==> config.mk <==
export PLATFORM = sky130hd
export DESIGN_NAME = peripheral_irq_flag_enable_bank
export DESIGN_NICKNAME = d
export VERILOG_FILES = /design/src/peripheral_irq_flag_enable_bank.v
export VERILOG_INCLUDE_DIRS = /design/src
export SDC_FILE = /design/constraint.sdc
export NUM_CORES = 1
export LEC_CHECK = 0
export BUFFER_PORTS_ARGS = -buffer_cell sky130_fd_sc_hd__buf_2
export CORE_MARGIN = 3
export CORE_UTILIZATION = 52
export CTS_CLUSTER_SIZE = 40
export DETAILED_ROUTE_END_ITERATION = 8
export GPL_TIMING_DRIVEN = 0
export PLACE_DENSITY = 0.83
export SLEW_MARGIN = 5
export SYNTH_ARGS = -nofsm -noshare
export SYNTH_HDL_FRONTEND = slang
export SYNTH_SLANG_ARGS = --single-unit
==> constraint.sdc <==
create_clock -name pclk -period 2 [get_ports pclk]
set_input_delay 0.6 -clock pclk [delete_from_list [all_inputs] [get_ports pclk]]
set_output_delay 0.6 -clock pclk [all_outputs]
set_load 0.02 [all_outputs]
==> src/irq_bank_consts.vh <==
// Register offsets, bit positions and reset values of the peripheral interrupt bank
`ifndef IRQ_BANK_CONSTS_VH
`define IRQ_BANK_CONSTS_VH

// ----------------------------------------
// Register byte offsets
// ----------------------------------------
`define OFS_FLAGS_1 12'h000
`define OFS_FLAGS_2 12'h004
`define OFS_FLAGS_3 12'h008
`define OFS_ENABLES_1 12'h00C
`define OFS_ENABLES_2 12'h010
`define OFS_ENABLES_3 12'h014
`define OFS_PRIORITY_1 12'h018
`define OFS_PRIORITY_2 12'h01C
`define OFS_PRIORITY_3 12'h020
`define OFS_CORE_CTRL 12'h024
`define OFS_STATUS 12'h028

// ----------------------------------------
// Implemented-bit masks, MASK_3 less read-only bit 4 (unimplemented bits read zero)
// ----------------------------------------
`define MASK_1 8'hFF
`define MASK_2 8'hCF
`define MASK_3 8'h21
// Read-only buffer-state flags (serial receive/transmit)
`define RO_1 8'h30
`define RO_3 8'h30
// Full implemented set of group 3 including read-only flags
`define IMPL_3 8'h31

// ----------------------------------------
// Reset values
// ----------------------------------------
`define RST_BYTE 8'h00
`define RST_PRIO_1 8'hFF
`define RST_PRIO_2 8'hCF
`define RST_PRIO_3 8'h31
`define RST_CTRL 4'h0

// ----------------------------------------
// Core control bit positions
// ----------------------------------------
`define CTRL_GLOBAL 0
`define CTRL_PERIPH 1
`define CTRL_PRIO 2
`define CTRL_W 4

`endif

==> src/peripheral_irq_flag_enable_bank.v <==
// Peripheral interrupt flag and enable bank with an APB register slave
//
// Local design decisions: the APB register port and the address map.
`timescale 1ns/1ps
`include "irq_bank_consts.vh"
module peripheral_irq_flag_enable_bank (
	input wire pclk,
	input wire presetn,
	input wire psel,
	input wire penable,
	input wire pwrite,
	input wire [11:0] paddr,
	input wire [31:0] pwdata,
	output reg [31:0] prdata,
	output reg pready,
	output reg pslverr,
	// Peripheral set pulses, one per flag position
	input wire [7:0] set_events_1,
	input wire [7:0] set_events_2,
	input wire [7:0] set_events_3,
	// Serial buffer levels: bit 5 rx full, bit 4 tx empty
	input wire [7:0] buffer_state_1,
	input wire [7:0] buffer_state_3,
	output reg high_priority_request,
	output reg low_priority_request
);

	// ----------------------------------------
	// Register state
	// ----------------------------------------
	reg [7:0] flags_1_q;
	reg [7:0] flags_2_q;
	reg [7:0] flags_3_q;
	reg [7:0] enables_1_q;
	reg [7:0] enables_2_q;
	reg [7:0] enables_3_q;
	reg [7:0] priority_1_q;
	reg [7:0] priority_2_q;
	reg [7:0] priority_3_q;
	reg [`CTRL_W-1:0] ctrl_q;
	reg [7:0] buf_1_q;
	reg [7:0] buf_3_q;
	reg [7:0] flags_1_d;
	reg [7:0] flags_2_d;
	reg [7:0] flags_3_d;
	reg [31:0] rdata_d;
	reg hit_d;
	wire wr_acc;
	wire rd_acc;
	wire [7:0] wbyte;
	wire [7:0] req_1;
	wire [7:0] req_2;
	wire [7:0] req_3;
	wire global_irq_enable;
	wire peripheral_group_enable;
	wire priority_levels_on;
	wire any_high;
	wire any_low;
	wire hi_d;
	wire lo_d;

	// Act only in the first access cycle; a write repeated in the wait cycle would
	// wipe out a flag event that arrived between the two access edges
	assign wr_acc = psel & penable & pwrite & ~pready;
	assign rd_acc = psel & penable & ~pwrite & ~pready;
	assign wbyte = pwdata[7:0];
	assign global_irq_enable = ctrl_q[`CTRL_GLOBAL];
	assign peripheral_group_enable = ctrl_q[`CTRL_PERIPH];
	assign priority_levels_on = ctrl_q[`CTRL_PRIO];

	// ----------------------------------------
	// Buffer level synchronisers
	// ----------------------------------------
	// Serial buffer levels come from other logic on this clock, so one stage suffices
	always @(posedge pclk or negedge presetn) begin
		if (!presetn) begin
			buf_1_q <= `RST_BYTE;
			buf_3_q <= `RST_BYTE;
		end else begin
			buf_1_q <= buffer_state_1 & `RO_1;
			buf_3_q <= buffer_state_3 & `RO_3;
		end
	end

	// ----------------------------------------
	// Flag next-state
	// ----------------------------------------
	// Clear by writing zero, then OR in events so a same-cycle event is kept
	always @* begin
		flags_1_d = flags_1_q;
		flags_2_d = flags_2_q;
		flags_3_d = flags_3_q;
		if (wr_acc && paddr == `OFS_FLAGS_1) begin
			flags_1_d = flags_1_q & wbyte;
		end else if (wr_acc && paddr == `OFS_FLAGS_2) begin
			flags_2_d = flags_2_q & wbyte;
		end else if (wr_acc && paddr == `OFS_FLAGS_3) begin
			flags_3_d = flags_3_q & wbyte;
		end
		// Sticky event flags, set whatever the enables say
		flags_1_d = ((flags_1_d | set_events_1) & ~`RO_1) | buf_1_q;
		flags_2_d = (flags_2_d | set_events_2) & `MASK_2;
		// Serial flags mirror the buffer level, so a buffer access clears them
		flags_3_d = ((flags_3_d | set_events_3) & `MASK_3 & ~`RO_3) | buf_3_q;
	end

	// ----------------------------------------
	// Register writes
	// ----------------------------------------
	always @(posedge pclk or negedge presetn) begin
		if (!presetn) begin
			flags_1_q <= `RST_BYTE;
			flags_2_q <= `RST_BYTE;
			flags_3_q <= `RST_BYTE;
			enables_1_q <= `RST_BYTE;
			enables_2_q <= `RST_BYTE;
			enables_3_q <= `RST_BYTE;
			priority_1_q <= `RST_PRIO_1;
			priority_2_q <= `RST_PRIO_2;
			priority_3_q <= `RST_PRIO_3;
			ctrl_q <= `RST_CTRL;
		end else begin
			flags_1_q <= flags_1_d;
			flags_2_q <= flags_2_d;
			flags_3_q <= flags_3_d;
			if (wr_acc) begin
				if (paddr == `OFS_ENABLES_1) begin
					enables_1_q <= wbyte;
				end else if (paddr == `OFS_ENABLES_2) begin
					enables_2_q <= wbyte & `MASK_2;
				end else if (paddr == `OFS_ENABLES_3) begin
					// Serial B enables are writable too, though their flags are not
					enables_3_q <= wbyte & `IMPL_3;
				end else if (paddr == `OFS_PRIORITY_1) begin
					priority_1_q <= wbyte;
				end else if (paddr == `OFS_PRIORITY_2) begin
					priority_2_q <= wbyte & `MASK_2;
				end else if (paddr == `OFS_PRIORITY_3) begin
					priority_3_q <= wbyte & `IMPL_3;
				end else if (paddr == `OFS_CORE_CTRL) begin
					ctrl_q <= pwdata[`CTRL_W-1:0];
				end
			end
		end
	end

	// ----------------------------------------
	// Request gating
	// ----------------------------------------
	// Flag AND enable, aligned bit for bit
	assign req_1 = flags_1_q & enables_1_q;
	assign req_2 = flags_2_q & enables_2_q;
	assign req_3 = flags_3_q & enables_3_q;
	// Split by priority bit; with priorities off every source counts as low group
	assign any_high = priority_levels_on &
		(|(req_1 & priority_1_q) | |(req_2 & priority_2_q) | |(req_3 & priority_3_q));
	assign any_low = |(req_1 & ~(priority_1_q & {8{priority_levels_on}})) |
		|(req_2 & ~(priority_2_q & {8{priority_levels_on}})) |
		|(req_3 & ~(priority_3_q & {8{priority_levels_on}}));
	// Priorities off: group enable and global enable both needed
	// Priorities on: the same bit acts as the low-level global enable
	assign hi_d = any_high & global_irq_enable;
	assign lo_d = any_low & peripheral_group_enable & global_irq_enable;

	// ----------------------------------------
	// Read mux
	// ----------------------------------------
	always @* begin
		rdata_d = 32'h00000000;
		hit_d = 1'b1;
		if (paddr == `OFS_FLAGS_1) begin
			rdata_d[7:0] = flags_1_q;
		end else if (paddr == `OFS_FLAGS_2) begin
			rdata_d[7:0] = flags_2_q;
		end else if (paddr == `OFS_FLAGS_3) begin
			rdata_d[7:0] = flags_3_q;
		end else if (paddr == `OFS_ENABLES_1) begin
			rdata_d[7:0] = enables_1_q;
		end else if (paddr == `OFS_ENABLES_2) begin
			rdata_d[7:0] = enables_2_q;
		end else if (paddr == `OFS_ENABLES_3) begin
			rdata_d[7:0] = enables_3_q;
		end else if (paddr == `OFS_PRIORITY_1) begin
			rdata_d[7:0] = priority_1_q;
		end else if (paddr == `OFS_PRIORITY_2) begin
			rdata_d[7:0] = priority_2_q;
		end else if (paddr == `OFS_PRIORITY_3) begin
			rdata_d[7:0] = priority_3_q;
		end else if (paddr == `OFS_CORE_CTRL) begin
			rdata_d[`CTRL_W-1:0] = ctrl_q;
		end else if (paddr == `OFS_STATUS) begin
			rdata_d[1:0] = {high_priority_request, low_priority_request};
		end else begin
			hit_d = 1'b0;
		end
	end

	// ----------------------------------------
	// Registered outputs
	// ----------------------------------------
	// Ready is a flop: one wait state per transfer keeps every output registered
	always @(posedge pclk or negedge presetn) begin
		if (!presetn) begin
			prdata <= 32'h00000000;
			pready <= 1'b0;
			pslverr <= 1'b0;
			high_priority_request <= 1'b0;
			low_priority_request <= 1'b0;
		end else begin
			high_priority_request <= hi_d;
			low_priority_request <= lo_d;
			pready <= psel & penable & ~pready;
			pslverr <= psel & penable & ~pready & ~hit_d;
			if (rd_acc) begin
				prdata <= rdata_d;
			end
		end
	end

endmodule

==> impl_metrics.xml <==
<?xml version="1.0" encoding="UTF-8"?>
<metrics>
  <group name="synthesis">
    <metric name="synthesized_flop_and_latch_total" unit="">71</metric>
    <metric name="ys_async_sr_fraction" unit="%">100.0</metric>
    <metric name="number_of_enable_type_register_cells_in_the_synthesized_netlist" unit="">0</metric>
    <metric name="synth_area" unit="µm²">3996</metric>
    <metric name="synth.top_cell.area_share" unit="%">33.81</metric>
    <metric name="syn-instance-count" unit="">406</metric>
    <metric name="yosys_most_used_dff" unit="">dfrtp_1</metric>
    <metric name="synth-warning-count" unit="">0</metric>
    <metric name="synthesized_area_per_cell" unit="µm²">9.843</metric>
    <metric name="synth.top_cells.by_area" unit="">dfrtp_1 34%, dfstp_2 11%, mux2_2 11%</metric>
    <metric name="yosysSeqAreaShare" unit="%">44.99</metric>
    <metric name="synthDistinctLibCells" unit="">58</metric>
    <metric name="library_cell_occupying_the_most_area_in_the_post_synthesis_netlist" unit="">dfrtp_1</metric>
  </group>
  <group name="timing">
    <metric name="hold_ws" unit="ns">0.3485</metric>
    <metric name="slew_viol_final" unit="">0</metric>
    <metric name="finalHoldViolations" unit="">0</metric>
    <metric name="postLayoutSetupSlackWorst" unit="ns">-0.2122</metric>
    <metric name="final_min_period_over_clock_period" unit="%">110.6</metric>
    <metric name="worst-slew-pin-transition" unit="ns">0.8898</metric>
    <metric name="final_period_minus_worst_setup_slack" unit="ns">2.212</metric>
    <metric name="setup_repair_after_global_routing_missed_its_margin" unit="">yes</metric>
    <metric name="clock_skew" unit="ns">0.01730</metric>
    <metric name="finalSetupViolations" unit="">51</metric>
    <metric name="max_freq" unit="GHz">0.4520</metric>
    <metric name="worst_case_headroom_to_the_max_slew_limit" unit="%">40.68</metric>
  </group>
  <group name="routing">
    <metric name="detailedRoute.firstIterationViolations" unit="">318</metric>
    <metric name="num_vias" unit="">3654</metric>
    <metric name="post_drt_wl_per_cell" unit="µm">20.67</metric>
    <metric name="postRouteWirelength" unit="µm">12500</metric>
    <metric name="drt-pass1-iter-count" unit="">5</metric>
    <metric name="postRouteAntennaNets" unit="">0</metric>
    <metric name="drt_drc_violations_left" unit="">0</metric>
    <metric name="vias_per_cell" unit="">6.040</metric>
  </group>
  <group name="global_routing">
    <metric name="first_pass_grt_wire_length" unit="µm">19390</metric>
    <metric name="grt_start_max_net_pins" unit="">72</metric>
    <metric name="grt_usage" unit="%">29.71</metric>
    <metric name="antenna_found_initial" unit="">0</metric>
    <metric name="grt_pass1_vias" unit="">3487</metric>
    <metric name="grt_overflow" unit="">0</metric>
  </group>
  <group name="floorplan">
    <metric name="dieHeight" unit="µm">93.67</metric>
    <metric name="placement_rows" unit="">31</metric>
    <metric name="design.portCount" unit="">125</metric>
    <metric name="initial_utilization" unit="%">54.23</metric>
    <metric name="floorplan.die_area" unit="µm²">8773</metric>
    <metric name="die_x" unit="µm">93.67</metric>
    <metric name="design.core.area" unit="µm²">7370</metric>
  </group>
  <group name="place">
    <metric name="place.gp.congestion" unit="">0.9622</metric>
    <metric name="placed_cells" unit="">578</metric>
    <metric name="placed_area" unit="µm²">4493</metric>
    <metric name="preCtsSetupSlack" unit="ns">-0.8338</metric>
    <metric name="port_buffers" unit="">50</metric>
    <metric name="dp_hpwl" unit="µm">8954</metric>
  </group>
  <group name="cts">
    <metric name="worstSkewPairLatency" unit="ns">0.36</metric>
    <metric name="cts_tree" unit="">built</metric>
    <metric name="numCtsBuffers" unit="">9</metric>
    <metric name="ctsHtreeMaxLevel" unit="">3</metric>
    <metric name="cts.sinks" unit="">71</metric>
    <metric name="clk_pin_slew" unit="ns">0.09</metric>
    <metric name="root_buffer_selected_by_cts" unit="">clkbuf_8</metric>
    <metric name="max-clock-path-buffers" unit="">2</metric>
    <metric name="cts-hold-fix-buffers" unit="">0</metric>
  </group>
  <group name="setup_path">
    <metric name="endpoint_kind" unit="">register</metric>
    <metric name="slowest_cell_delay_on_critical_path" unit="ns">0.55</metric>
    <metric name="arrival" unit="ns">2.44</metric>
    <metric name="worst_ep_required_time" unit="ns">2.23</metric>
    <metric name="critical_path_cell_list" unit="">buf_6, or4_4, or3_4, nor3b_4, buf_12, mux2_2</metric>
    <metric name="startpoint" unit="">paddr[7]</metric>
    <metric name="critPathSlowestCell" unit="">or4_4</metric>
    <metric name="r2r_setup_slk" unit="ns">-0.04</metric>
    <metric name="worst_setup_path_start_kind" unit="">input port</metric>
    <metric name="crit_fanout" unit="">6</metric>
    <metric name="reg2reg_depth" unit="">5</metric>
    <metric name="r2r_start" unit="">pready</metric>
    <metric name="r2r-end" unit="">enables_2_q[1]</metric>
    <metric name="timing_worst_setup_path_type" unit="">in2reg</metric>
  </group>
  <group name="run_status">
    <metric name="failed_checks" unit="">negative setup slack</metric>
    <metric name="run_status" unit="">complete, but fails checks</metric>
  </group>
  <group name="finish">
    <metric name="antenna_cells" unit="">0</metric>
    <metric name="mostFrequentLayoutCells" unit="">54 x dfrtp_1, 50 x buf_2, 41 x nand2_1</metric>
    <metric name="nFillCells" unit="">600</metric>
    <metric name="most_common_cell_after_layout_fill_and_taps_aside" unit="">dfrtp_1</metric>
    <metric name="area.growth.synth_to_final" unit="%">26.42</metric>
    <metric name="ff_latch_area" unit="µm²">1798</metric>
    <metric name="finalInstanceArea" unit="µm²">5052</metric>
    <metric name="multiInputGateArea" unit="µm²">2248</metric>
    <metric name="final_net_count" unit="">590</metric>
    <metric name="layoutNonFillerInstCount" unit="">605</metric>
    <metric name="drive_gt1_share" unit="%">37.94</metric>
  </group>
  <group name="power_and_ir_drop">
    <metric name="total_power" unit="mW">3.004</metric>
    <metric name="max_rail_drop_vdd" unit="mV">0.4998</metric>
    <metric name="power-per-cell-area" unit="nW/µm²">594.7</metric>
    <metric name="leakage" unit="nW">2.251</metric>
  </group>
  <group name="flow_run">
    <metric name="cap_violations" unit="">0</metric>
  </group>
  <group name="min_path">
    <metric name="worst_hold_path_type" unit="">in2async</metric>
  </group>
</metrics>
[flip-flops by register name, indices dropped and copies added, names as in the netlist, 4 cells and up]
signal	count
enables_1_q	8
flags_1_q	8
prdata	8
priority_1_q	8
enables_2_q	6
flags_2_q	6
priority_2_q	6
ctrl_q	4
[repair_timing]
action	in CTS	in global routing
setup endpoints to repair	58	60
cloned	0	1
pin swaps	4	7
buffers inserted	7	4
gates resized for setup	39	26
[per-layer routing]
layer  GRT usage, %  vias to the layer above  wire, µm  part of all wire (%)
met1          42.14                     1753      5332                    43
met5              0                        -         0                     0
met4          11.43                        0       319                   2.6
met3          5.689                       31      1260                    10
met2          45.27                      235      5591                    45
li1               -                     1635         -                     -
[cell families (layout without fill, tap and decap cells)]
| family | count (synthesis) | in the layout | synth area share (%) |
|---|---|---|---|
| buffers and inverters | 44 | 120 | 6.575 |
| AOI/OAI and AO/OA | 82 | 82 | 13.18 |
| and+or+nand+nor | 165 | 166 | 23.17 |
| muxes | 43 | 43 | 11.99 |
| DFF | 71 | 71 | 44.99 |
| other | 1 | 24 | 0.09384 |
[per-stage QoR]
step                      setup TNS [ns]  utilization (%)
after floorplan                   -17.46                -
after global placement            -36.64            60.93
after detailed placement          -37.85            60.97
after CTS                         -7.771            66.99
after global routing              -8.931            68.56
final                             -8.080            68.56
[Yosys cell counts (6+ instances only)]
library cell / count
nor4_1: 8
dfstp_2: 17
clkbuf_1: 12
nor3_1: 11
o22ai_1: 8
nand2b_1: 16
nand3_1: 24
o21ai_0: 28
mux2_2: 39
nand4_1: 6
a21oi_1: 12
dfrtp_1: 54
nand2_1: 41
buf_4: 24
nor2_1: 23
[worst max-delay path by stage]
stage	to	cells past startpoint
final	enables_2_q[1]	6
after global placement	ctrl_q[1]	6
after detailed placement	ctrl_q[3]	6
after floorplan	enables_2_q[1]	5
after global routing	enables_2_q[0]	6
after CTS	enables_2_q[1]	7
[cell type report]
cell class                 count  area share (%)
tap                           99           2.452
timing repair buffer          61           8.346
inverter                       5          0.3715
clock buffer                  11           2.798
buffer                        38           4.829
clock inverter                 5           1.114
multi-input combinational    315           44.50
sequential                    71           35.59
[where the power goes]
group | total [mW] | internal, mW | switching, mW
Combinational | 0.366 | 0.133 | 0.233
Clock | 1.17 | 0.611 | 0.555
Sequential | 1.47 | 1.46 | 0.0135
[critical path, delay by kind of cell]
kind | cells | cell delay (ns)
simple gates | 3 | 1.25
mux | 1 | 0.33
buf+inv | 2 | 0.25
(Power assumes the default switching activity.)
